### config.mk
export PLATFORM = sky130hd
export DESIGN_NAME = dpsl_park_ctrl
export DESIGN_NICKNAME = d
export VERILOG_FILES = /design/src/verilog/dpsl_pkg.sv /design/src/verilog/dpsl_src_check.sv /design/src/verilog/dpsl_park_ctrl.sv
export VERILOG_INCLUDE_DIRS = /design/src /design/src/verilog
export SDC_FILE = /design/constraint.sdc
export NUM_CORES = 1
export LEC_CHECK = 0
export BUFFER_PORTS_ARGS = -buffer_cell sky130_fd_sc_hd__buf_2
export CORE_ASPECT_RATIO = 0.5
export CORE_MARGIN = 2
export CORE_UTILIZATION = 40
export DETAILED_ROUTE_END_ITERATION = 7
export GPL_TIMING_DRIVEN = 0
export SLEW_MARGIN = 10
export SYNTH_ARGS = -nofsm -noshare
export SYNTH_HDL_FRONTEND = slang
export SYNTH_SLANG_ARGS = --single-unit
export TNS_END_PERCENT = 20
### constraint.sdc
create_clock -name core_clk -period 3 [get_ports core_clk]
set_clock_uncertainty 0.1 [all_clocks]
set_input_delay 0.6 -clock core_clk [delete_from_list [all_inputs] [get_ports core_clk]]
set_output_delay 0.6 -clock core_clk [all_outputs]
set_load 0.01 [all_outputs]
### src/verilog/dpsl_consts.svh
`ifndef DPSL_CONSTS_SVH
`define DPSL_CONSTS_SVH

// Clock rate and park time limits.
`define DPSL_CLK_MHZ 100
`define DPSL_NORM_PARK_MS 20
`define DPSL_FAST_PARK_US 32
`define DPSL_NORM_PARK_CYC (`DPSL_NORM_PARK_MS * 1000 * `DPSL_CLK_MHZ)
`define DPSL_FAST_PARK_CYC (`DPSL_FAST_PARK_US * `DPSL_CLK_MHZ)
`define DPSL_PARK_CNT_W 22

// Source envelope, landscape orientation.
`define DPSL_LAND_H_MIN 12'h140
`define DPSL_LAND_H_MAX 12'h500
`define DPSL_LAND_V_MIN 12'h0C8
`define DPSL_LAND_V_MAX 12'h320
`define DPSL_3D_V_MAX 12'h2D0
`define DPSL_RATE_MIN 12'h00A
`define DPSL_PAR_RATE_MAX 12'h0F2
`define DPSL_DSI_RATE_MAX 12'h07A
`define DPSL_3D_RATE_A 12'h064
`define DPSL_3D_RATE_B 12'h078
`define DPSL_RATE_TOL 12'h002
`define DPSL_BT_H 12'h2D0
`define DPSL_NTSC_V 12'h0F0
`define DPSL_NTSC_RATE 12'h03C
`define DPSL_PAL_V 12'h120
`define DPSL_PAL_RATE 12'h032

// Largest image the mirror array shows.
`define DPSL_DMD_H_MAX 12'h356
`define DPSL_DMD_V_MAX 12'h1E0

`endif

### src/verilog/dpsl_pkg.sv
package dpsl_pkg;
    typedef enum logic [1:0] {
        DPSL_IF_PARALLEL,
        DPSL_IF_DSI,
        DPSL_IF_BT_NTSC,
        DPSL_IF_BT_PAL
    } dpsl_iface_t;

    typedef enum logic [1:0] {
        DPSL_ST_RUN,
        DPSL_ST_PARKING,
        DPSL_ST_PARKED
    } dpsl_park_state_t;
endpackage : dpsl_pkg

### src/verilog/dpsl_src_check.sv
`include "dpsl_consts.svh"

module dpsl_src_check
    import dpsl_pkg::*;
(
    input wire logic core_clk, // System clock.
    input wire logic sys_rst, // Synchronous reset, active high.
    input wire dpsl_iface_t src_iface, // Active input interface.
    input wire logic src_is_3d, // Source is frame sequential 3D.
    input wire logic src_portrait, // Source is portrait.
    input wire logic [11:0] src_hsize, // Measured source width.
    input wire logic [11:0] src_vsize, // Measured source height.
    input wire logic [11:0] src_rate_hz, // Measured frame rate in Hz.
    output logic src_fault // Source outside the accepted envelope.
);
    logic fault_r;
    logic fault_nxt;
    logic [11:0] land_h;
    logic [11:0] land_v;

    function automatic logic in_rng(input logic [11:0] v, input logic [11:0] lo, input logic [11:0] hi);
        in_rng = (v >= lo) && (v <= hi);
    endfunction : in_rng

    function automatic logic near(input logic [11:0] v, input logic [11:0] c);
        near = in_rng(v, c - `DPSL_RATE_TOL, c + `DPSL_RATE_TOL);
    endfunction : near

    always_comb begin
        // On the parallel and DSI paths, portrait limits are the landscape ones with the axes exchanged.
        land_h = src_portrait ? src_vsize : src_hsize;
        land_v = src_portrait ? src_hsize : src_vsize;
        fault_nxt = 1'b1;
        case (src_iface)
            DPSL_IF_PARALLEL: begin
                if (src_is_3d) begin
                    fault_nxt = !(in_rng(land_h, `DPSL_LAND_H_MIN, `DPSL_LAND_H_MAX)
                        && in_rng(land_v, `DPSL_LAND_V_MIN, `DPSL_3D_V_MAX)
                        && (near(src_rate_hz, `DPSL_3D_RATE_A) || near(src_rate_hz, `DPSL_3D_RATE_B)));
                end else begin
                    fault_nxt = !(in_rng(land_h, `DPSL_LAND_H_MIN, `DPSL_LAND_H_MAX)
                        && in_rng(land_v, `DPSL_LAND_V_MIN, `DPSL_LAND_V_MAX)
                        && in_rng(src_rate_hz, `DPSL_RATE_MIN, `DPSL_PAR_RATE_MAX));
                end
            end
            DPSL_IF_DSI: begin
                // 3D is not offered on this path, so it is a fault.
                fault_nxt = src_is_3d || !(in_rng(land_h, `DPSL_LAND_H_MIN, `DPSL_LAND_H_MAX)
                    && in_rng(land_v, `DPSL_LAND_V_MIN, `DPSL_LAND_V_MAX)
                    && in_rng(src_rate_hz, `DPSL_RATE_MIN, `DPSL_DSI_RATE_MAX));
            end
            DPSL_IF_BT_NTSC: begin
                fault_nxt = src_is_3d || src_portrait || src_hsize != `DPSL_BT_H
                    || src_vsize != `DPSL_NTSC_V || !near(src_rate_hz, `DPSL_NTSC_RATE);
            end
            DPSL_IF_BT_PAL: begin
                fault_nxt = src_is_3d || src_portrait || src_hsize != `DPSL_BT_H
                    || src_vsize != `DPSL_PAL_V || !near(src_rate_hz, `DPSL_PAL_RATE);
            end
            default: begin
                fault_nxt = 1'b1;
            end
        endcase
    end

    always_ff @(posedge core_clk) begin
        if (sys_rst) begin
            fault_r <= 1'b0;
        end else begin
            fault_r <= fault_nxt;
        end
    end

    assign src_fault = fault_r;

    par_rate_a: assert property (@(posedge core_clk) disable iff (sys_rst)
        (src_iface == DPSL_IF_PARALLEL && !src_is_3d && !src_portrait && src_hsize == 12'h500
         && src_vsize == 12'h320 && src_rate_hz == 12'h0F2) |=> !src_fault)
        else $error("parallel 2D envelope corner refused");
    par_3d_a: assert property (@(posedge core_clk) disable iff (sys_rst)
        (src_iface == DPSL_IF_PARALLEL && src_is_3d && src_hsize == 12'h500 && src_vsize == 12'h2D0
         && !src_portrait && (src_rate_hz == 12'h06E || src_rate_hz == 12'h061)) |=> src_fault)
        else $error("3D rate outside tolerance accepted");
    dsi_rate_a: assert property (@(posedge core_clk) disable iff (sys_rst)
        (src_iface == DPSL_IF_DSI && src_rate_hz > 12'h07A) |=> src_fault)
        else $error("DSI rate above limit accepted");
    fault_flag_a: assert property (@(posedge core_clk) disable iff (sys_rst)
        (src_hsize > 12'h500 && !src_portrait) |=> src_fault)
        else $error("oversize source not flagged");
endmodule : dpsl_src_check

### src/verilog/dpsl_park_ctrl.sv
`include "dpsl_consts.svh"

module dpsl_park_ctrl
    import dpsl_pkg::*;
#(
    parameter int unsigned NORM_PARK_CYC = `DPSL_NORM_PARK_CYC
) (
    input wire logic core_clk, // System clock, 100 MHz.
    input wire logic sys_rst, // Synchronous reset, active high.
    input wire logic normal_park_request_n, // Normal park request, active low.
    input wire logic fast_park_request_n, // Fast park request, active low.
    input wire logic rotate_portrait, // Control port: rotate portrait input.
    input wire dpsl_iface_t src_iface, // Active input interface.
    input wire logic src_is_3d, // Source is frame sequential 3D.
    input wire logic src_portrait, // Source is portrait.
    input wire logic [11:0] src_hsize, // Measured source width.
    input wire logic [11:0] src_vsize, // Measured source height.
    input wire logic [11:0] src_rate_hz, // Measured frame rate in Hz.
    output logic mirror_park_active, // Park sequence in progress.
    output logic mirror_parked, // Mirror array parked.
    output logic [11:0] disp_hsize, // Displayed width.
    output logic [11:0] disp_vsize, // Displayed height.
    output logic disp_rotated, // Image rotated minus 90 degrees.
    output logic src_fault // Source outside the accepted envelope.
);
    localparam logic [`DPSL_PARK_CNT_W-1:0] FAST_CYC = `DPSL_PARK_CNT_W'(`DPSL_FAST_PARK_CYC);
    localparam logic [`DPSL_PARK_CNT_W-1:0] NORM_CYC = `DPSL_PARK_CNT_W'(NORM_PARK_CYC);

    dpsl_park_state_t state_r;
    dpsl_park_state_t state_nxt;
    logic [`DPSL_PARK_CNT_W-1:0] cnt_r;
    logic [`DPSL_PARK_CNT_W-1:0] cnt_nxt;
    logic norm_q_r;
    logic fast_q_r;
    logic norm_fell;
    logic fast_fell;
    logic [11:0] hsize_r;
    logic [11:0] hsize_nxt;
    logic [11:0] vsize_r;
    logic [11:0] vsize_nxt;
    logic rot_r;
    logic rot_nxt;

    function automatic logic [11:0] clamp(input logic [11:0] v, input logic [11:0] lim);
        clamp = (v > lim) ? lim : v;
    endfunction : clamp

    assign norm_fell = norm_q_r && !normal_park_request_n;
    assign fast_fell = fast_q_r && !fast_park_request_n;

    always_comb begin
        state_nxt = state_r;
        cnt_nxt = cnt_r;
        case (state_r)
            DPSL_ST_RUN: begin
                if (fast_fell) begin
                    state_nxt = DPSL_ST_PARKING;
                    cnt_nxt = FAST_CYC - 1'b1;
                end else if (norm_fell) begin
                    state_nxt = DPSL_ST_PARKING;
                    cnt_nxt = NORM_CYC - 1'b1;
                end
            end
            DPSL_ST_PARKING: begin
                // A fast request during a normal park shortens the remaining time.
                if (fast_fell && cnt_r > FAST_CYC - 1'b1) begin
                    cnt_nxt = FAST_CYC - 1'b1;
                end else if (cnt_r == '0) begin
                    state_nxt = DPSL_ST_PARKED;
                end else begin
                    cnt_nxt = cnt_r - 1'b1;
                end
            end
            DPSL_ST_PARKED: begin
                // Resume only once both requests are released; the host's long pulse keeps this clean.
                if (normal_park_request_n && fast_park_request_n) begin
                    state_nxt = DPSL_ST_RUN;
                end
            end
            default: begin
                state_nxt = DPSL_ST_RUN;
                cnt_nxt = '0;
            end
        endcase
    end

    always_comb begin
        rot_nxt = rotate_portrait && src_portrait;
        hsize_nxt = clamp(rot_nxt ? src_vsize : src_hsize, `DPSL_DMD_H_MAX);
        vsize_nxt = clamp(rot_nxt ? src_hsize : src_vsize, `DPSL_DMD_V_MAX);
    end

    always_ff @(posedge core_clk) begin
        if (sys_rst) begin
            state_r <= DPSL_ST_RUN;
            cnt_r <= '0;
            // History follows the pins during reset, so a request held low across reset is not a fall.
            norm_q_r <= normal_park_request_n;
            fast_q_r <= fast_park_request_n;
            hsize_r <= '0;
            vsize_r <= '0;
            rot_r <= 1'b0;
        end else begin
            state_r <= state_nxt;
            cnt_r <= cnt_nxt;
            norm_q_r <= normal_park_request_n;
            fast_q_r <= fast_park_request_n;
            hsize_r <= hsize_nxt;
            vsize_r <= vsize_nxt;
            rot_r <= rot_nxt;
        end
    end

    assign mirror_park_active = (state_r == DPSL_ST_PARKING);
    assign mirror_parked = (state_r == DPSL_ST_PARKED);
    assign disp_hsize = hsize_r;
    assign disp_vsize = vsize_r;
    assign disp_rotated = rot_r;

    dpsl_src_check u_src_check (
        .core_clk(core_clk),
        .sys_rst(sys_rst),
        .src_iface(src_iface),
        .src_is_3d(src_is_3d),
        .src_portrait(src_portrait),
        .src_hsize(src_hsize),
        .src_vsize(src_vsize),
        .src_rate_hz(src_rate_hz),
        .src_fault(src_fault)
    );

    // Cycles spent parking, read only by the checks below.
    logic [`DPSL_PARK_CNT_W-1:0] park_age_r;
    logic fast_pend_r;
    logic [12:0] fast_age_r;
    always_ff @(posedge core_clk) begin
        if (sys_rst) begin
            park_age_r <= '0;
            fast_pend_r <= 1'b0;
            fast_age_r <= '0;
        end else begin
            park_age_r <= (state_r == DPSL_ST_PARKING) ? park_age_r + 1'b1 : '0;
            fast_pend_r <= (fast_fell && state_r != DPSL_ST_PARKED) || (fast_pend_r && state_r != DPSL_ST_PARKED);
            fast_age_r <= (fast_pend_r && state_r != DPSL_ST_PARKED) ? fast_age_r + 1'b1 : '0;
        end
    end

    norm_limit_a: assert property (@(posedge core_clk) disable iff (sys_rst)
        park_age_r <= NORM_CYC)
        else $error("normal park took too long");
    fast_limit_a: assert property (@(posedge core_clk) disable iff (sys_rst)
        fast_age_r <= 13'(`DPSL_FAST_PARK_CYC))
        else $error("fast park took too long");
    park_start_a: assert property (@(posedge core_clk) disable iff (sys_rst)
        (state_r == DPSL_ST_RUN && norm_fell) |=> mirror_park_active && !mirror_parked)
        else $error("normal park request not started");
    rot_swap_a: assert property (@(posedge core_clk) disable iff (sys_rst)
        (rotate_portrait && src_portrait && src_hsize == 12'h1E0 && src_vsize == 12'h356)
        |=> disp_rotated && disp_hsize == 12'h356 && disp_vsize == 12'h1E0)
        else $error("portrait rotation wrong");
    dmd_size_a: assert property (@(posedge core_clk) disable iff (sys_rst)
        disp_hsize <= 12'h356 && disp_vsize <= 12'h1E0 && ($past(src_hsize) < 12'h100 && !$past(rot_nxt)
        -> disp_hsize == $past(src_hsize)))
        else $error("displayed image size wrong");
endmodule : dpsl_park_ctrl

==> flow_metrics.env <==
export IMPL_slowest_delay_ns=0.58
export IMPL_clkSinkCount=52
export IMPL_preCtsSetupSlack_ns=0.335
export IMPL_grt_max_degree=15
export IMPL_tritoncts="built"
export IMPL_hold_path_class="input pin to flip-flop"
export IMPL_start_kind="input pin"
export IMPL_multi_input_comb_area_sq_mm=0.00197
export IMPL_cts_made_buffers=5
export IMPL_postRouteAntennaNets=0
export IMPL_synth_seq_cells=52
export IMPL_cap_violations=0
export IMPL_worstPathArrival_ns=2.45
export IMPL_status="finished clean"
export IMPL_path_depth=6
export IMPL_syn_area_per_cell_sq_um=7.57
export IMPL_synth_cell_types=67
export IMPL_drive_above_1_share_pct=18.2
export IMPL_grt_pass1_wl_um=14400
export IMPL_vias=3263
export IMPL_via_per_inst=5.47
export IMPL_hold_slack_ns=0.333
export IMPL_p_per_area_mw_per_mm2=532
export IMPL_tightest_slew_ns=0.816
export IMPL_reg2reg_to="cnt_r[1]"
export IMPL_dieWidth_um=129
export IMPL_synth_commonest_cells="dfxtp_1, nand2_1, a21oi_1, nor2_1, clkbuf_1"
export IMPL_gp_congestion=0.878
export IMPL_synth_area_sq_mm=0.00314
export IMPL_fmax_ghz=0.423
export IMPL_path_delay_family="simple AND/OR/NAND/NOR gates"
export IMPL_r2r_slack_ns=0.65
export IMPL_final_max_slew_viol_count=0
export IMPL_r2r_start="cnt_r[17]"
export IMPL_async_flop_share_pct=0
export IMPL_synth_top_area_share_pct=33.2
export IMPL_hold_end="norm_q_r"
export IMPL_antenna_found_initial=0
export IMPL_setup_viol=0
export IMPL_hold_buffers=0
export IMPL_rsz0062_at_grt="no"
export IMPL_post_cts_setup_buffer_count=0
export IMPL_hold_violations=0
export IMPL_synth_area_leaders="dfxtp_1, a21oi_1, nand2_1"
export IMPL_fin_nets=535
export IMPL_antenna_cells=0
export IMPL_min_path_cells=1
export IMPL_min_period_ns=2.37
export IMPL_regArea_sq_mm=0.00104
export IMPL_fin_crit_sh_pct=78.9
export IMPL_yosys_cell_count_top_type="dfxtp_1"
export IMPL_root_buffer="clkbuf_16"
export IMPL_synth_edf_count=0
export IMPL_syn_inst=414
export IMPL_clock_latency_ns=0.29
export IMPL_yosysWarnings=0
export IMPL_die_area_sq_mm=0.00861
export IMPL_fin_ws_ns=0.634
export IMPL_wl_per_cell_um=14.3
export IMPL_synthFlopType="dfxtp_1"
export IMPL_cp_end_kind="flip-flop"
export IMPL_htreeDepth=2
export IMPL_placement_io_buffers=63
export IMPL_grt_usage_pct=21.2
export IMPL_cellLeakagePower_nw=1.50
export IMPL_wl_um=8550
export IMPL_crit_slowest_cell="or4_4"
export IMPL_max_slew_margin_pct=44.9
export IMPL_peakVddDrop_mv=0.217
export IMPL_core_rowCount=22
export IMPL_area_growth_pct=19.5
export IMPL_clk_pin_slew_ns=0.06
export IMPL_ioPinCount=73
export IMPL_worst_path_buf_inv=1
export IMPL_drc=0
export IMPL_ctsResizeCount=0
export IMPL_critPathKind="input pin to flip-flop"
export IMPL_coreArea_sq_mm=0.00746
export IMPL_hold_path_startpoint="normal_park_request_n"
export IMPL_synth_seq_area_share_pct=33.2
export IMPL_grt_pass1_vias=2964
export IMPL_nFillCells=782
export IMPL_yosys_area_top_type="dfxtp_1"
export IMPL_gr_total_overflow=0
export IMPL_clk_path_buf_depth=2
export IMPL_drt_first_pass_iters=4
export IMPL_path_cells="buf_2 -> or4_4 -> or4b_1 -> a311oi_1 -> a21oi_1 -> o21a_1"
export IMPL_fp_dieH_um=66.6
export IMPL_initial_utilization_pct=42.0
export IMPL_r2r_cells=7
export IMPL_finalSetupTns_ns=0
export IMPL_path_max_fanout=6
export IMPL_dp_hpwl_um=6550
export IMPL_critPathRequiredTime_ns=3.09
export IMPL_first_iter_violations=225
-- layout make-up --
cell class | instances | share of cell area [%]
Inverter | 11 | 1.10
Buffer | 22 | 2.50
Timing Repair Buffer | 63 | 8.41
Tap cell | 108 | 3.61
Multi-Input combinational cell | 333 | 52.7
Clock buffer | 8 | 3.91
Sequential cell | 52 | 27.8
-- registers in the layout (all words and copies together) (netlist names) --
| register | count |
|---|---|
| cnt_r | 22 |
| disp_hsize | 12 |
| disp_rotated | 1 |
| disp_vsize | 12 |
| fast_q_r | 1 |
| norm_q_r | 1 |
| state_r | 2 |
| u_src_check.src_fault | 1 |
-- kinds of logic (layout without fill, tap and decap cells) --
family	count (synthesis)	in the layout	synth area share (%)
simple gates	193	193	33.1
fa+ha+maj	2	2	0.798
other cells	1	5	0.120
compound gates	122	122	25.3
buf+inv	33	104	4.31
xor+xnor	8	8	2.23
flops	52	52	33.2
mux	3	3	0.998
-- report_power, final --
group / internal, mW / switching, mW
registers: 0.757 / 0.0575
logic: 0.238 / 0.368
clock network: 0.333 / 0.242
total: 1.33 / 0.667
-- worst max-delay path by stage --
stage | end | slack (ns) | startpoint
2_1_floorplan | u_src_check.src_fault | 0.62 | src_hsize[3]
3_3_place_gp | u_src_check.src_fault | 0.34 | src_hsize[3]
3_5_place_dp | u_src_check.src_fault | 0.33 | src_hsize[3]
4_1_cts | u_src_check.src_fault | 0.65 | src_hsize[3]
5_1_grt | cnt_r[1] | 0.51 | cnt_r[17]
6_report | u_src_check.src_fault | 0.63 | src_hsize[3]
-- worst register-to-register path, stage by stage, from the launching register on --
cell and delay (ns):
dfxtp_1 0.35, nor4_1 0.55, nor4b_4 0.47, and3_4 0.27
nor3_2 0.07, nand2_2 0.16, inv_1 0.08, a22o_1 0.20
-- stage by stage --
step,std cells,total power [mW],util [%],area [sq um]
4_1_cts,597,2.01,50.2,3750
3_5_place_dp,589,1.43,48.3,3600
3_3_place_gp,589,1.43,48.3,3600
5_1_grt,597,2.13,50.2,3750
2_1_floorplan,418,1.25,-,3150
6_report,597,1.99,50.2,3750
-- layout by cell type (no fill, tap or decap), drive strengths merged, types with 5 or more instances in the layout --
| cell type | synthesis | final |
|---|---|---|
| a211oi | 5 | 5 |
| a21oi | 43 | 43 |
| a31oi | 10 | 10 |
| and2 | 6 | 6 |
| and3 | 5 | 5 |
| buf | 2 | 65 |
| clkbuf | 20 | 28 |
| conb | 1 | 5 |
| dfxtp | 52 | 52 |
| inv | 11 | 11 |
| nand2 | 51 | 51 |
| nand3 | 11 | 11 |
| nand4 | 6 | 6 |
| nor2 | 42 | 42 |
| nor3 | 21 | 21 |
| nor4 | 11 | 11 |
| o211ai | 7 | 7 |
| o21ai | 17 | 17 |
| o22ai | 8 | 8 |
| or3 | 8 | 8 |
| or4 | 7 | 7 |
| xnor2 | 6 | 6 |
-- layer usage --
layer,routed length [um],up-vias,global-route usage [%]
li1,-,1690,-
met1,4230,1486,29.2
met2,3870,78,34.1
met3,361,9,3.61
met4,92,0,6.11
met5,0,-,0
Power figures use the tool's default switching activity.
